==> src/dfr_pkg.sv <==
// constants, carriers and state codes for the converter input receiver, fifo and datapath registers
// assumes one 10 MHz clock and a serial control port decoder that presents byte-wide register requests
//
// Functional notes
// frame pair above upper threshold sets receiver status bit 5.
// frame pair below lower threshold sets receiver status bit 4.
// data clock above upper threshold sets bit 3, below lower sets bit 2.
// any data lane above upper sets bit 1, below lower sets bit 0.
// delay bypass bit 2 skips clock delay, else bits 1:0 pick it.
// delay codes 00..11 give 165, 375, 615, 720 ps; reset 00.
// fifo alignment places write pointer by three-bit phase offset, reset 4.
// host should program the phase offset to four.
// warning bit 7 within one entry, warning bit 6 within two.
// writing one to fifo status bit 1 requests realignment; resets zero.
// completed serial-port realignment sets acknowledge bit 2.
// fifo fill level reads as eight-bit thermometer code.
// datapath bits 7 and 6 bypass premodulator and inverse sinc; reset one.
// host keeps datapath bit 5 at one; it resets to one.
// datapath bit 2 bypasses phase compensation and dc offset; resets one.
// sideband bit 1 picks high-side image at zero, low-side at one.
// datapath bit 0 drops Q samples, gates Q clocks, sends I to both.
// half-band mode 00 and 01 are unmodulated passbands.
// half-band mode 10 and 11 modulate by the stage input rate.
// half-band control bit 0 bypasses the first interpolation stage; resets zero.
// level flags, warnings, acknowledge and level are read-only.
package dfr_pkg;

	localparam logic [7:0] ADDR_RX_LEVEL = 8'h15;
	localparam logic [7:0] ADDR_DLY_CTRL = 8'h16;
	localparam logic [7:0] ADDR_FIFO_OFS = 8'h17;
	localparam logic [7:0] ADDR_FIFO_STAT = 8'h18;
	localparam logic [7:0] ADDR_FIFO_LVL = 8'h19;
	localparam logic [7:0] ADDR_DP_CTRL = 8'h1b;
	localparam logic [7:0] ADDR_HB_CTRL = 8'h1c;

	localparam int RX_FRAME_HI = 5;
	localparam int RX_FRAME_LO = 4;
	localparam int RX_CLK_HI = 3;
	localparam int RX_CLK_LO = 2;
	localparam int RX_LANE_HI = 1;
	localparam int RX_LANE_LO = 0;

	localparam int DLY_BYPASS = 2;
	localparam int DLY_SEL_LSB = 0;
	localparam int FIFO_OFS_LSB = 0;
	localparam int FS_WARN1 = 7;
	localparam int FS_WARN2 = 6;
	localparam int FS_ACK = 2;
	localparam int FS_REQ = 1;
	localparam int DP_PREMOD = 7;
	localparam int DP_SINC = 6;
	localparam int DP_KEEP_ONE = 5;
	localparam int DP_PHASE_DC = 2;
	localparam int DP_SIDEBAND = 1;
	localparam int DP_I_TO_Q = 0;
	localparam int HB_MODE_LSB = 1;
	localparam int HB_BYPASS = 0;

	localparam logic [7:0] RST_DLY_CTRL = 8'h00;
	localparam logic [7:0] RST_FIFO_OFS = 8'h04;
	localparam logic [7:0] RST_DP_CTRL = 8'he4;
	localparam logic [7:0] RST_HB_CTRL = 8'h00;

	// clock delay taps in picoseconds, indexed by the delay select code
	localparam int DLY0_PS = 165;
	localparam int DLY1_PS = 375;
	localparam int DLY2_PS = 615;
	localparam int DLY3_PS = 720;

	typedef struct packed {
		logic wrEn;
		logic rdEn;
		logic [7:0] addr;
		logic [7:0] wdata;
	} dfr_req_t;

	typedef struct packed {
		logic delayBypass;
		logic [1:0] delaySel;
		logic [2:0] phaseOffset;
		logic bypassPremod;
		logic bypassSinc;
		logic keepOne;
		logic bypassPhaseDc;
		logic lowSideband;
		logic iToQ;
		logic [1:0] hbMode;
		logic hbBypass;
	} dfr_cfg_t;

	typedef enum logic [1:0] {
		ALN_IDLE = 2'b01,
		ALN_BUSY = 2'b10
	} dfr_aln_t;

endpackage

==> src/dfr_regs.sv <==
// receiver level status, clock delay, fifo and front datapath configuration registers
// assumes the serial port decoder presents one request per cycle and the fifo logic on this clock
`timescale 1ns/1ns
`default_nettype none
module dfr_regs #(
	parameter int LANES = 8,
	parameter int PTR_W = 3,
	parameter int LEVEL_W = 8
) (
	input wire logic clock,
	input wire logic rst_b,
	input wire dfr_pkg::dfr_req_t regReq,
	output logic [7:0] regRdData,
	output logic regRdValid,
	input wire logic frameHiRaw,
	input wire logic frameLoRaw,
	input wire logic dclkHiRaw,
	input wire logic dclkLoRaw,
	input wire logic [LANES-1:0] laneHiRaw,
	input wire logic [LANES-1:0] laneLoRaw,
	input wire logic [PTR_W-1:0] fifoWrPtr,
	input wire logic [PTR_W-1:0] fifoRdPtr,
	input wire logic fifoAlignDone,
	output dfr_pkg::dfr_cfg_t cfgOut,
	output logic [3:0] dclkDelayTap,
	output logic fifoAlignStart,
	output logic qPathClkEn,
	output logic qFromI,
	output logic hbModulated
);
	import dfr_pkg::*;

	localparam int SW = 4 + 2 * LANES;
	localparam logic [PTR_W-1:0] PTR_ONE = PTR_W'(1);
	localparam logic [PTR_W-1:0] PTR_TWO = PTR_W'(2);

	logic [SW-1:0] syncOut;
	logic frameHiSync;
	logic frameLoSync;
	logic dclkHiSync;
	logic dclkLoSync;
	logic laneHiAny;
	logic laneLoAny;
	logic [5:0] rxStatus_ff;
	logic warn1_ff;
	logic warn2_ff;
	logic [LEVEL_W-1:0] level_ff;
	logic [PTR_W-1:0] ptrDist;
	logic near1;
	logic near2;
	logic [LEVEL_W-1:0] nxt_level;
	logic alignReq_ff;
	logic alignAck_ff;
	dfr_aln_t alnState_ff;
	dfr_aln_t nxt_alnState;
	logic wrStat;
	logic reqWrite;
	logic [7:0] nxt_rdData;

	dfr_sync_bits #(
		.W(SW)
	) u_sync (
		.clock(clock),
		.rst_b(rst_b),
		.din({laneLoRaw, laneHiRaw, dclkLoRaw, dclkHiRaw, frameLoRaw, frameHiRaw}),
		.dout(syncOut)
	);

	assign frameHiSync = syncOut[0];
	assign frameLoSync = syncOut[1];
	assign dclkHiSync = syncOut[2];
	assign dclkLoSync = syncOut[3];
	assign laneHiAny = |syncOut[4 +: LANES];
	assign laneLoAny = |syncOut[4 + LANES +: LANES];

	// input level monitor flags, hardware driven only
	always_ff @(posedge clock or negedge rst_b) begin
		if (!rst_b) begin
			rxStatus_ff <= '0;
		end else begin
			rxStatus_ff[RX_FRAME_HI] <= frameHiSync;
			rxStatus_ff[RX_FRAME_LO] <= frameLoSync;
			rxStatus_ff[RX_CLK_HI] <= dclkHiSync;
			rxStatus_ff[RX_CLK_LO] <= dclkLoSync;
			rxStatus_ff[RX_LANE_HI] <= laneHiAny;
			rxStatus_ff[RX_LANE_LO] <= laneLoAny;
		end
	end

	// pointer distance, warnings and thermometer level
	assign ptrDist = fifoWrPtr - fifoRdPtr;
	assign near1 = (ptrDist <= PTR_ONE) || (ptrDist >= PTR_W'(-1));
	assign near2 = (ptrDist <= PTR_TWO) || (ptrDist >= PTR_W'(-2));

	always_comb begin
		nxt_level = '0;
		for (int i = 0; i < LEVEL_W; i++) begin
			nxt_level[i] = (32'(ptrDist) > i);
		end
	end

	always_ff @(posedge clock or negedge rst_b) begin
		if (!rst_b) begin
			warn1_ff <= 1'b0;
			warn2_ff <= 1'b0;
			level_ff <= '0;
		end else begin
			warn1_ff <= near1;
			warn2_ff <= near2;
			level_ff <= nxt_level;
		end
	end

	// configuration registers; read-only locations take no write
	always_ff @(posedge clock or negedge rst_b) begin
		if (!rst_b) begin
			cfgOut.delayBypass <= RST_DLY_CTRL[DLY_BYPASS];
			cfgOut.delaySel <= RST_DLY_CTRL[DLY_SEL_LSB +: 2];
			cfgOut.phaseOffset <= RST_FIFO_OFS[FIFO_OFS_LSB +: 3];
			cfgOut.bypassPremod <= RST_DP_CTRL[DP_PREMOD];
			cfgOut.bypassSinc <= RST_DP_CTRL[DP_SINC];
			cfgOut.keepOne <= RST_DP_CTRL[DP_KEEP_ONE];
			cfgOut.bypassPhaseDc <= RST_DP_CTRL[DP_PHASE_DC];
			cfgOut.lowSideband <= RST_DP_CTRL[DP_SIDEBAND];
			cfgOut.iToQ <= RST_DP_CTRL[DP_I_TO_Q];
			cfgOut.hbMode <= RST_HB_CTRL[HB_MODE_LSB +: 2];
			cfgOut.hbBypass <= RST_HB_CTRL[HB_BYPASS];
		end else if (regReq.wrEn) begin
			case (regReq.addr)
				ADDR_DLY_CTRL: begin
					cfgOut.delayBypass <= regReq.wdata[DLY_BYPASS];
					cfgOut.delaySel <= regReq.wdata[DLY_SEL_LSB +: 2];
				end
				ADDR_FIFO_OFS: begin
					cfgOut.phaseOffset <= regReq.wdata[FIFO_OFS_LSB +: 3];
				end
				ADDR_DP_CTRL: begin
					cfgOut.bypassPremod <= regReq.wdata[DP_PREMOD];
					cfgOut.bypassSinc <= regReq.wdata[DP_SINC];
					cfgOut.keepOne <= regReq.wdata[DP_KEEP_ONE];
					cfgOut.bypassPhaseDc <= regReq.wdata[DP_PHASE_DC];
					cfgOut.lowSideband <= regReq.wdata[DP_SIDEBAND];
					cfgOut.iToQ <= regReq.wdata[DP_I_TO_Q];
				end
				ADDR_HB_CTRL: begin
					cfgOut.hbMode <= regReq.wdata[HB_MODE_LSB +: 2];
					cfgOut.hbBypass <= regReq.wdata[HB_BYPASS];
				end
				default: begin
				end
			endcase
		end
	end

	// derived datapath controls, one cycle behind the register
	always_ff @(posedge clock or negedge rst_b) begin
		if (!rst_b) begin
			dclkDelayTap <= 4'h0;
			qPathClkEn <= 1'b1;
			qFromI <= 1'b0;
			hbModulated <= 1'b0;
		end else begin
			dclkDelayTap <= cfgOut.delayBypass ? 4'h0 : (4'h1 << cfgOut.delaySel);
			qPathClkEn <= !cfgOut.iToQ;
			qFromI <= cfgOut.iToQ;
			hbModulated <= cfgOut.hbMode[1];
		end
	end

	// soft alignment request, handshake with the fifo logic
	assign wrStat = regReq.wrEn && (regReq.addr == ADDR_FIFO_STAT);
	assign reqWrite = wrStat && regReq.wdata[FS_REQ];

	always_comb begin
		nxt_alnState = alnState_ff;
		case (alnState_ff)
			ALN_IDLE: begin
				if (alignReq_ff) begin
					nxt_alnState = ALN_BUSY;
				end
			end
			ALN_BUSY: begin
				if (fifoAlignDone) begin
					nxt_alnState = ALN_IDLE;
				end
			end
			default: begin
				nxt_alnState = ALN_IDLE;
			end
		endcase
	end

	always_ff @(posedge clock or negedge rst_b) begin
		if (!rst_b) begin
			alnState_ff <= ALN_IDLE;
			fifoAlignStart <= 1'b0;
		end else begin
			alnState_ff <= nxt_alnState;
			fifoAlignStart <= (alnState_ff == ALN_IDLE) && alignReq_ff;
		end
	end

	always_ff @(posedge clock or negedge rst_b) begin
		if (!rst_b) begin
			alignReq_ff <= 1'b0;
		end else if (reqWrite) begin
			alignReq_ff <= 1'b1;
		end else if ((alnState_ff == ALN_BUSY) && fifoAlignDone) begin
			alignReq_ff <= 1'b0;
		end
	end

	always_ff @(posedge clock or negedge rst_b) begin
		if (!rst_b) begin
			alignAck_ff <= 1'b0;
		end else if ((alnState_ff == ALN_BUSY) && fifoAlignDone) begin
			alignAck_ff <= 1'b1;
		end else if (reqWrite) begin
			alignAck_ff <= 1'b0;
		end
	end

	// read port; unmapped and reserved bits read as zero
	always_comb begin
		nxt_rdData = 8'h00;
		case (regReq.addr)
			ADDR_RX_LEVEL: begin
				nxt_rdData = {2'b00, rxStatus_ff};
			end
			ADDR_DLY_CTRL: begin
				nxt_rdData = {5'h00, cfgOut.delayBypass, cfgOut.delaySel};
			end
			ADDR_FIFO_OFS: begin
				nxt_rdData = {5'h00, cfgOut.phaseOffset};
			end
			ADDR_FIFO_STAT: begin
				nxt_rdData[FS_WARN1] = warn1_ff;
				nxt_rdData[FS_WARN2] = warn2_ff;
				nxt_rdData[FS_ACK] = alignAck_ff;
				nxt_rdData[FS_REQ] = alignReq_ff;
			end
			ADDR_FIFO_LVL: begin
				nxt_rdData = 8'(level_ff);
			end
			ADDR_DP_CTRL: begin
				nxt_rdData[DP_PREMOD] = cfgOut.bypassPremod;
				nxt_rdData[DP_SINC] = cfgOut.bypassSinc;
				nxt_rdData[DP_KEEP_ONE] = cfgOut.keepOne;
				nxt_rdData[DP_PHASE_DC] = cfgOut.bypassPhaseDc;
				nxt_rdData[DP_SIDEBAND] = cfgOut.lowSideband;
				nxt_rdData[DP_I_TO_Q] = cfgOut.iToQ;
			end
			ADDR_HB_CTRL: begin
				nxt_rdData = {5'h00, cfgOut.hbMode, cfgOut.hbBypass};
			end
			default: begin
				nxt_rdData = 8'h00;
			end
		endcase
	end

	always_ff @(posedge clock or negedge rst_b) begin
		if (!rst_b) begin
			regRdData <= 8'h00;
			regRdValid <= 1'b0;
		end else begin
			regRdValid <= regReq.rdEn;
			if (regReq.rdEn) begin
				regRdData <= nxt_rdData;
			end
		end
	end
endmodule
`default_nettype wire

==> src/dfr_sync_bits.sv <==
// two-flop synchroniser for a bundle of independent level inputs
// assumes each bit is a slow level from a pin comparator, not a multi-bit word
`timescale 1ns/1ns
`default_nettype none
module dfr_sync_bits #(
	parameter int W = 4
) (
	input wire logic clock,
	input wire logic rst_b,
	input wire logic [W-1:0] din,
	output logic [W-1:0] dout
);
	logic [W-1:0] meta_ff;

	always_ff @(posedge clock or negedge rst_b) begin
		if (!rst_b) begin
			meta_ff <= '0;
			dout <= '0;
		end else begin
			meta_ff <= din;
			dout <= meta_ff;
		end
	end
endmodule
`default_nettype wire
==> config.mk <==
export PLATFORM = sky130hd
export DESIGN_NAME = dfr_regs
export DESIGN_NICKNAME = d
export VERILOG_FILES = /design/src/dfr_pkg.sv /design/src/dfr_regs.sv /design/src/dfr_sync_bits.sv
export SDC_FILE = /design/constraint.sdc
export NUM_CORES = 1
export LEC_CHECK = 0
export CORE_AREA = 2 2 93 95
export CTS_CLUSTER_SIZE = 25
export DETAILED_ROUTE_END_ITERATION = 8
export DIE_AREA = 0 0 95 97
export DONT_BUFFER_PORTS = 1
export SYNTH_ARGS = -nofsm -noshare
export SYNTH_HDL_FRONTEND = slang
export SYNTH_SLANG_ARGS = --single-unit
export TNS_END_PERCENT = 1
==> constraint.sdc <==
create_clock -name clock -period 2.2 [get_ports clock]
set_input_delay 0.44 -clock clock [delete_from_list [all_inputs] [get_ports clock]]
set_output_delay 0.44 -clock clock [all_outputs]
set_load 0.005 [all_outputs]
-- Word-level counts from Yosys, hierarchy flattened
Index checks and enable logic that the tools add are counted.
- output and inout port bits: 32
- register bits after elaboration: 91
- equality and inequality tests: 11
- add/subtract/negate cells: 1
- muxes and demuxes: 13
- shifts and indexed selects: 1
- $lt $le $gt $ge: 11
- reductions and logical operators: 15
- operators with widths (cell ; number):
    8-bit by 5-bit == test with 1-bit output, second input constant ; 7
    8-bit OR reduction ; 2
    2-bit one-hot mux with 7 select lines ; 1
    2-bit AND reduction ; 5
    3-bit greater-than comparator, second input constant ; 3
    2-bit one-hot mux with 2 select lines ; 2
    3-bit greater-or-equal comparator, second input constant ; 2
    3-bit by 1-bit greater-than comparator with 1-bit output, second input constant ; 2
    3-bit by 2-bit greater-than comparator with 1-bit output, second input constant ; 2
    1-bit one-hot mux with 6 select lines ; 1
    2-bit one-hot mux with 3 select lines ; 1
    1-bit logical AND ; 4
    1-bit two-way mux ; 4
    2-bit two-way mux ; 2
    4-bit two-way mux ; 1
    2-bit inequality test, second input constant ; 2
    1-bit by 2-bit left shift with 4-bit output, first input constant ; 1
    3-bit by 1-bit <= comparator with 1-bit output, second input constant ; 1
    3-bit by 2-bit <= comparator with 1-bit output, second input constant ; 1
    1-bit one-hot mux with 3 select lines ; 1
    3-bit subtractor ; 1
    2-bit by 1-bit == test with 1-bit output, second input constant ; 1
    2-bit == test, second input constant ; 1
    1-bit logical OR ; 2
    2 further kinds ; 2

-- Longest topological paths before layout
Gate-level depths: netlist of run 1.
- depth in word-level cells: 5
- depth in mapped cells: 8
- depth with buffers taken out: 7

-- Modules after synthesis
A second synthesis of run 1 with hierarchy kept.
- cells, all modules: 224
- area total of the unflattened synthesis: 3206.8 µm²
- by module, submodules not included (module ; seq. area each (µm²) ; cells an instance ; area each (µm²) ; times used):
    dfr_regs ; 1285.0 ; 184 ; 2205.9 ; 1
    dfr_sync_bits ; 1001.0 ; 40 ; 1001.0 ; 1

-- Worst setup path before layout of run 1
No wires, ideal clock.
- kind: in2reg
- start point: input regReq[13] in the netlist's numbering
- end point: register cfgOut[4] in the netlist's numbering
- stages on the path: 6
- library setup time: 0.125 ns
- arrival: 1.601 ns
- data required time: 2.075 ns
- slack: 0.474 ns
- path buffers: 2
- cells stage by stage: nor4b_4 > and2_1 > buf_4 > and2b_1 > buf_6 > mux2_4
- longest elaborated chain between the ends: 2
- ends and longest elaborated chain (what ; line ; text):
    from (decl) ; dfr_regs.sv:12 ; input wire dfr_pkg::dfr_req_t regReq,
    8-bit by 5-bit == test with 1-bit output ; dfr_regs.sv:129 ; case (regReq.addr)
    2-bit AND reduction (no line) ; n/a ;
    to (decl) ; dfr_regs.sv:24 ; output dfr_pkg::dfr_cfg_t cfgOut,
Every way passes these cells.
A chain may end at the register's enable or synchronous reset.

-- Worst setup path in the final report of run 1
- start point: register cfgOut[14] in the netlist's numbering
- end point: register regRdData[2]
- longest elaborated chain between the ends: 1
- ends and longest elaborated chain (what ; line ; text):
    2-bit one-hot mux with 7 select lines ; dfr_regs.sv:226 ; case (regReq.addr)
    to (signal assigned) ; dfr_regs.sv:269 ; regRdData <= nxt_rdData;
    to (decl) ; dfr_regs.sv:13 ; output logic [7:0] regRdData,
Every way passes these cells.

==> flow_summary_export.csv, run 1 <==
group,metric,value,unit
power_and_ir_drop,ir_worst_vdd,0.000559,V
clock_tree,cts.sinks,91,
power_and_ir_drop,switchingPower,677,µW
cells_and_area,antennaDiodeCount,0,
synthesis,syn_avg_cell_area,14.2,µm²
status,status,"complete, but fails checks",
clock_tree,insertion_delay,0.35,ns
power_and_ir_drop,power.leakage,0.00155,µW
cells_and_area,area_delta_synth_final,8.79,%
clock_tree,cts_setup_buffers,0,
critical_path,reg2reg_from,"cfgOut[14]$_DFFE_PN0P_",
synthesis,synth-seq-cells,91,
sta,fmax,631,MHz
critical_path,arrival,1.84,ns
cells_and_area,drive_gt1_frac,0.187,
power_and_ir_drop,internal_power,2370,µW
synthesis,synth_top_cell_by_area,"dfrtp_1",
routing,routedWlPerCell,16.1,µm
cells_and_area,seqCellArea,2290,µm²
clock_tree,cts_made_buffers,9,
floorplan,dieArea,9220,µm²
sta,clock_skew,0.00858,ns
sta,min_period_over_period,0.721,
sta,finalMaxSlewViolations,0,
synthesis,synth_cell_types,51,
critical_path,crit_fanout,7,
power_and_ir_drop,comb_power_share,0.037,
critical_path,critPathRequiredTime,2.45,ns
sta,finalSetupViolCount,0,
global_routing,antenna_found_initial,0,
global_routing,grt_pass1_vias,1780,
synthesis,synth_enable_flop_cells,0,
routing,route.detailed.drc,0,
cells_and_area,nNetsFinal,280,
clock_tree,cts_resized,0,
place,dp_hpwl,3890,µm
floorplan,initial_core_util,0.397,
critical_path,crit_start,"cfgOut[14]$_DFFE_PN0P_",
global_routing,grt.overflow.total,0,
synthesis,synth_top_flop_cell,"dfrtp_1",
synthesis,yosysWarnings,0,
global_routing,grt_max_degree,92,
floorplan,die_w,95,µm
place,routabilityCongestion,0.825,
status,violations,"negative hold slack",
global_routing,grtUsageTotal,0.132,
sta,min_period,1.59,ns
clock_tree,path_clk_slew,0.09,ns
routing,drt_iter0_drc,80,
critical_path,worstRegToRegCells,4,
synthesis,synth_fp_nets,277,
power_and_ir_drop,swShare,0.222,
routing,avgViaCountPerCell,5.04,
synthesis,netlist_top_cells_area,"dfrtp_1 65%, dfstp_2 5.7%, mux2_2 4.5%",
synthesis,syn_inst,228,
cells_and_area,multiInputGateArea,852,µm²
routing,ant_nets,0,
critical_path,r2r_setup_slack,0.61,ns
run,drv_cap,0,
critical_path,critPathKind,"register to register",
place,io_buffers,0,
sta,fin_tns_setup,0,ns
sta,rsz0062_at_grt,"no",
critical_path,cp-start-kind,"register",
clock_tree,cts_root_buf,"clkbuf_8",
floorplan,rows,33,
worst_hold_path,worst_hold_path_type,"primary input to asynchronous set/reset pin",
power_and_ir_drop,power.density,867,nW/µm²
floorplan,chipHeight,97,µm
clock_tree,clockBufferDepth,2,
routing,num_vias,1715,
critical_path,crit_end,"regRdData[2]$_DFFE_PN0P_",
floorplan,ioPinCount,79,
synthesis,synth_top_area_share,0.651,
sta,hold_viol_final,91,
clock_tree,htreeDepth,3,
critical_path,r2r_end,"regRdData[2]$_DFFE_PN0P_",
power_and_ir_drop,p_clk_frac,0.364,
sta,worst_slew_pin_slew,0.486,ns
global_routing,grt_pass1_wl,8900,µm
cells_and_area,num-fill-cells,729,
sta,hold_slack,-0.230,ns
critical_path,end_kind,"register",
routing,first_pass_iters,4,
sta,slew_headroom,0.674,
floorplan,fp.coreArea,8130,µm²
synthesis,ys_seq_area_frac,0.708,
synthesis,synth-async-reset-ratio,1.00,
power_and_ir_drop,p_seq_frac,0.599,
synthesis,netlist_area,3230,µm²
routing,wirelength,5470,µm
clock_tree,cts_tree,"done",
[per-stage QoR]
stage	setup WS [ns]	cell area, µm²	total power, µW	cells	util
2_1_floorplan	0.474	3230	1950	228	-
3_3_place_gp	0.326	3320	1970	325	0.408
3_5_place_dp	0.300	3320	1970	325	0.408
4_1_cts	0.605	3510	3100	340	0.432
5_1_grt	0.533	3510	3200	340	0.432
6_report	0.614	3510	3050	340	0.432
[power groups by stage]
| stage | Clock (µW) | Combinational, µW | Sequential [µW] |
|---|---|---|---|
| 3_3_place_gp | 0 | 112 | 1860 |
| 3_5_place_dp | 0 | 114 | 1860 |
| 2_1_floorplan | 0 | 110 | 1840 |
| 4_1_cts | 1160 | 115 | 1830 |
| 6_report | 1110 | 114 | 1820 |
| 5_1_grt | 1230 | 128 | 1840 |
[critical path: stages (launching register included)]
cell and delay (ns):
dfrtp_1 0.47, mux2_1 0.34, a22o_1 0.19, a221o_1 0.30, a22o_1 0.19
[cells in the mapped netlist, types with 2 or more instances]
library cell	count
a22o_1	3
inv_1	11
nand2_1	16
buf_2	5
mux2_4	5
a22oi_1	2
nor2b_1	3
nand3_1	7
nand3b_1	3
nor2_1	12
nor4_1	4
clkbuf_1	2
a32oi_1	2
o21ai_0	8
a31oi_1	2
a21oi_1	4
xor2_1	2
dfstp_2	7
mux2_2	13
nand4_1	2
dfrtp_1	84
nor3b_1	2
[layer usage]
metal  GRT usage  up-vias  wire (µm)
met4      0.0513        0        103
met3      0.0646       10        538
li1            -      788          -
met2       0.199       86       2570
met1       0.161      831       2260
met5           0        -          0
[how the worst min path moves through the flow]
stage / startpoint / to / depth (start not counted)
floorplan: rst_b / alignAck_ff$_DFFE_PN0P_ / 0
global placement: rst_b / dclkDelayTap[1]$_DFF_PN0_ / 0
detailed placement: rst_b / dclkDelayTap[1]$_DFF_PN0_ / 0
CTS: rst_b / u_sync.dout[13]$_DFF_PN0_ / 0
global route: rst_b / dclkDelayTap[0]$_DFF_PN0_ / 0
finish: rst_b / dclkDelayTap[0]$_DFF_PN0_ / 0
[sequential cells by signal, summed over array words and instances (netlist names), 2 cells and up]
register and count:
alnState_ff 2, cfgOut 15, dclkDelayTap 4, level_ff 7
regRdData 8, rxStatus_ff 6, u_sync.dout 20, u_sync.meta_ff 20
[placed cells by master, fill, tap and decap left out, types with 2 or more instances in the layout]
cell       n
a32oi_1    2
nand3b_1   3
nor3b_1    2
mux2_4     5
clkbuf_8   9
nand3_1    7
inv_6      3
xor2_1     2
a22oi_1    2
nand4_1    2
nor2_1    12
dfstp_2    7
a21oi_1    4
dfrtp_1   84
a31oi_1    2
inv_1     11
a22o_1     3
o21ai_0    8
nand2_1   16
mux2_2    13
nor2b_1    3
nor4_1     4
[kinds of logic after synthesis]
logic type	share of synthesized area
xor+xnor	0.00813
fa+ha+maj	0.0101
mux	0.0751
buf+inv	0.0287
flops	0.708
compound gates	0.0635
simple gates	0.107
[layout make-up]
class | instances | share of cell area
clock buffers | 9 | 0.0352
clock inverters | 6 | 0.0206
inverters | 11 | 0.0117
multi-input cells | 117 | 0.242
flip-flops and latches | 91 | 0.650
well taps | 105 | 0.0374
repair buffers | 1 | 0.00214
Note: power is estimated with default switching activity, not from simulation.
==> inputs of run 2 (changes only) <==
Clock period 2.2 ns to 1.44 ns, I/O delays scaled along.
==> run 2 against run 1 <==
  * The flow still finishes with violations (negative hold slack)
  * Die area is the same
  * Cell count grew 11%
  * Sequential power grew 53%
  * Register-to-register slack lost 0.61 ns
  * Global-route usage grew 1.1 points
  * Sequential cell count is the same
  * Clock skew shrank 0.00071 ns
  * Critical path depth is the same
  * Fmax grew 10%
  * Setup slack lost 0.61 ns
  * Via count grew 8.5%
  * Non-clock buffer count grew 35
  * Largest cell class unchanged
==> flow_summary_export.csv, run 2 (same netlist as run 1, synthesis figures left out) <==
group,metric,value,unit
status,status,"complete, but fails checks",
status,violations,"negative hold slack",
place,dp_hpwl,4020,µm
sta,setup_slack,0.00410,ns
sta,finalSetupViolCount,0,
clock_tree,cts_root_buf,"clkbuf_8",
global_routing,antenna_found_initial,0,
place,dp_slack,-0.278,ns
run,drv_cap,0,
place,io_buffers,0,
critical_path,cp-start-kind,"register",
sta,slew_headroom,0.684,
floorplan,initial_core_util,0.397,
cells_and_area,area_delta_synth_final,18.7,%
routing,routedWlPerCell,15.7,µm
clock_tree,path_clk_slew,0.10,ns
sta,fin_tns_setup,0,ns
cells_and_area,num-fill-cells,704,
cells_and_area,antennaDiodeCount,0,
cells_and_area,reg.largest.list,"u_sync.dout x20, u_sync.meta_ff x20, cfgOut x15",
critical_path,critPathKind,"register to register",
floorplan,rows,33,
clock_tree,cts_tree,"done",
global_routing,grt.overflow.total,0,
critical_path,critPathMaxStageDelay,0.39,ns
global_routing,grt_pass1_wl,9860,µm
sta,finalMaxSlewViolations,0,
sta,clock_skew,0.00788,ns
clock_tree,insertion_delay,0.36,ns
routing,first_pass_iters,5,
critical_path,reg2reg_from,"cfgOut[14]$_DFFE_PN0P_",
power_and_ir_drop,power.density,1210,nW/µm²
place,dpl.cell_count,339,
routing,wirelength,5900,µm
global_routing,grtUsageTotal,0.142,
sta,hold_viol_final,91,
cells_and_area,layout.cells.most_common,"dfrtp_1",
routing,ant_nets,0,
power_and_ir_drop,p_clk_frac,0.346,
power_and_ir_drop,p_seq_frac,0.599,
critical_path,critPathRequiredTime,1.70,ns
power_and_ir_drop,internal_power,3530,µW
critical_path,path_common_cell,"a22o_1",
power_and_ir_drop,ir_worst_vdd,0.000785,V
floorplan,ioPinCount,79,
routing,drt_iter0_drc,87,
cells_and_area,finalNonFillerCells,376,
clock_tree,hold_buffers,21,
critical_path,cp_cell_sequence,"mux2_4 -> a22o_1 -> a221o_1 -> a22o_1",
critical_path,crit_fanout,2,
power_and_ir_drop,comb_power_share,0.055,
power_and_ir_drop,power.leakage,0.00172,µW
sta,hold_slack,-0.382,ns
critical_path,end_kind,"register",
global_routing,grt_pass1_vias,1989,
critical_path,crit_start,"cfgOut[14]$_DFFE_PN0P_",
sta,min_period_over_period,0.997,
clock_tree,cts_made_buffers,9,
worst_hold_path,worst_hold_path_type,"primary input to asynchronous set/reset pin",
place,routabilityCongestion,0.774,
power_and_ir_drop,swShare,0.239,
floorplan,chipHeight,97,µm
routing,num_vias,1861,
critical_path,slowest_stage,"dfrtp_1",
floorplan,die_w,95,µm
sta,min_period,1.44,ns
routing,route.detailed.drc,0,
sta,rsz0062_at_grt,"yes",
routing,avgViaCountPerCell,4.95,
floorplan,fp.coreArea,8130,µm²
cells_and_area,drive_gt1_frac,0.225,
cells_and_area,utilization,0.471,
global_routing,grt_max_degree,92,
floorplan,dieArea,9220,µm²
clock_tree,htreeDepth,3,
cells_and_area,final_cell_mix,"84 x dfrtp_1, 21 x dlygate4sd3_1, 16 x nand2_1",
sta,worst_slew_pin_slew,0.473,ns
clock_tree,clockBufferDepth,2,
critical_path,arrival,1.69,ns
clock_tree,cts.sinks,91,
power_and_ir_drop,switchingPower,1110,µW
sta,fmax,696,MHz
cells_and_area,nNetsFinal,315,
-- run 2: worst max-delay path: cells and delay by family, from the launching register on --
kind / cells / cell delay, ns
AOI/OAI and AO/OA: 3 / 0.67
DFF: 1 / 0.39
muxes: 1 / 0.28
-- run 2: worst paths after layout --
path                       cells after the start                          to  slack (ns)
min reg2reg                                    0    u_sync.dout[3]$_DFF_PN0_        0.35
min                                            0   dclkDelayTap[3]$_DFF_PN0_       -0.38
max reg2reg                                    4    regRdData[2]$_DFFE_PN0P_       0.004
min in group clock                             1    regRdData[5]$_DFFE_PN0P_        0.02
max                                            4    regRdData[2]$_DFFE_PN0P_       0.004
max in group asynchronous                      0  alnState_ff[0]$_DFFE_PN1P_        1.57
-- run 2: final cells by class --
class / count / area [µm²] / area share
clock buffer: 10 / 128 / 0.0333
clock inverter: 6 / 56.3 / 0.0147
inverter: 11 / 41.3 / 0.0108
multi-input combinational: 117 / 870 / 0.227
sequential: 91 / 2290 / 0.596
tap: 105 / 131 / 0.0343
timing repair buffer: 36 / 323 / 0.0842
-- run 2: power by group through the flow --
stage | logic (µW) | registers [µW] | clock network, µW
3_3_place_gp | 198 | 2830 | 0
2_1_floorplan | 169 | 2820 | 0
6_report | 256 | 2780 | 1610
4_1_cts | 252 | 2780 | 1660
3_5_place_dp | 203 | 2830 | 0
5_1_grt | 289 | 2800 | 1800
-- run 2: routing by layer --
layer,wire (µm),part of all wire,track usage,vias up
met4,95,0.016,0.0535,0
met2,2830,0.48,0.221,87
met3,538,0.091,0.0592,9
met1,2440,0.41,0.177,911
li1,-,-,-,854
met5,0,0,0,-
-- run 2: through the flow --
stage          cell area (µm²)  hold slack [ns]  power, µW
2_1_floorplan             3230         -0.00759       2990
3_3_place_gp              3420         -0.00588       3030
3_5_place_dp              3420         -0.00593       3040
4_1_cts                   3820           -0.406       4700
5_1_grt                   3830           -0.427       4890
6_report                  3830           -0.382       4640
-- run 2: what timing repair did --
action / CTS / global route
hold endpoints to repair: 116 / 91
setup buffers: 0 / 0
endpoints found under the setup margin: 1 / 4
gates cloned: 0 / 0
gates resized for setup: 1 / 2
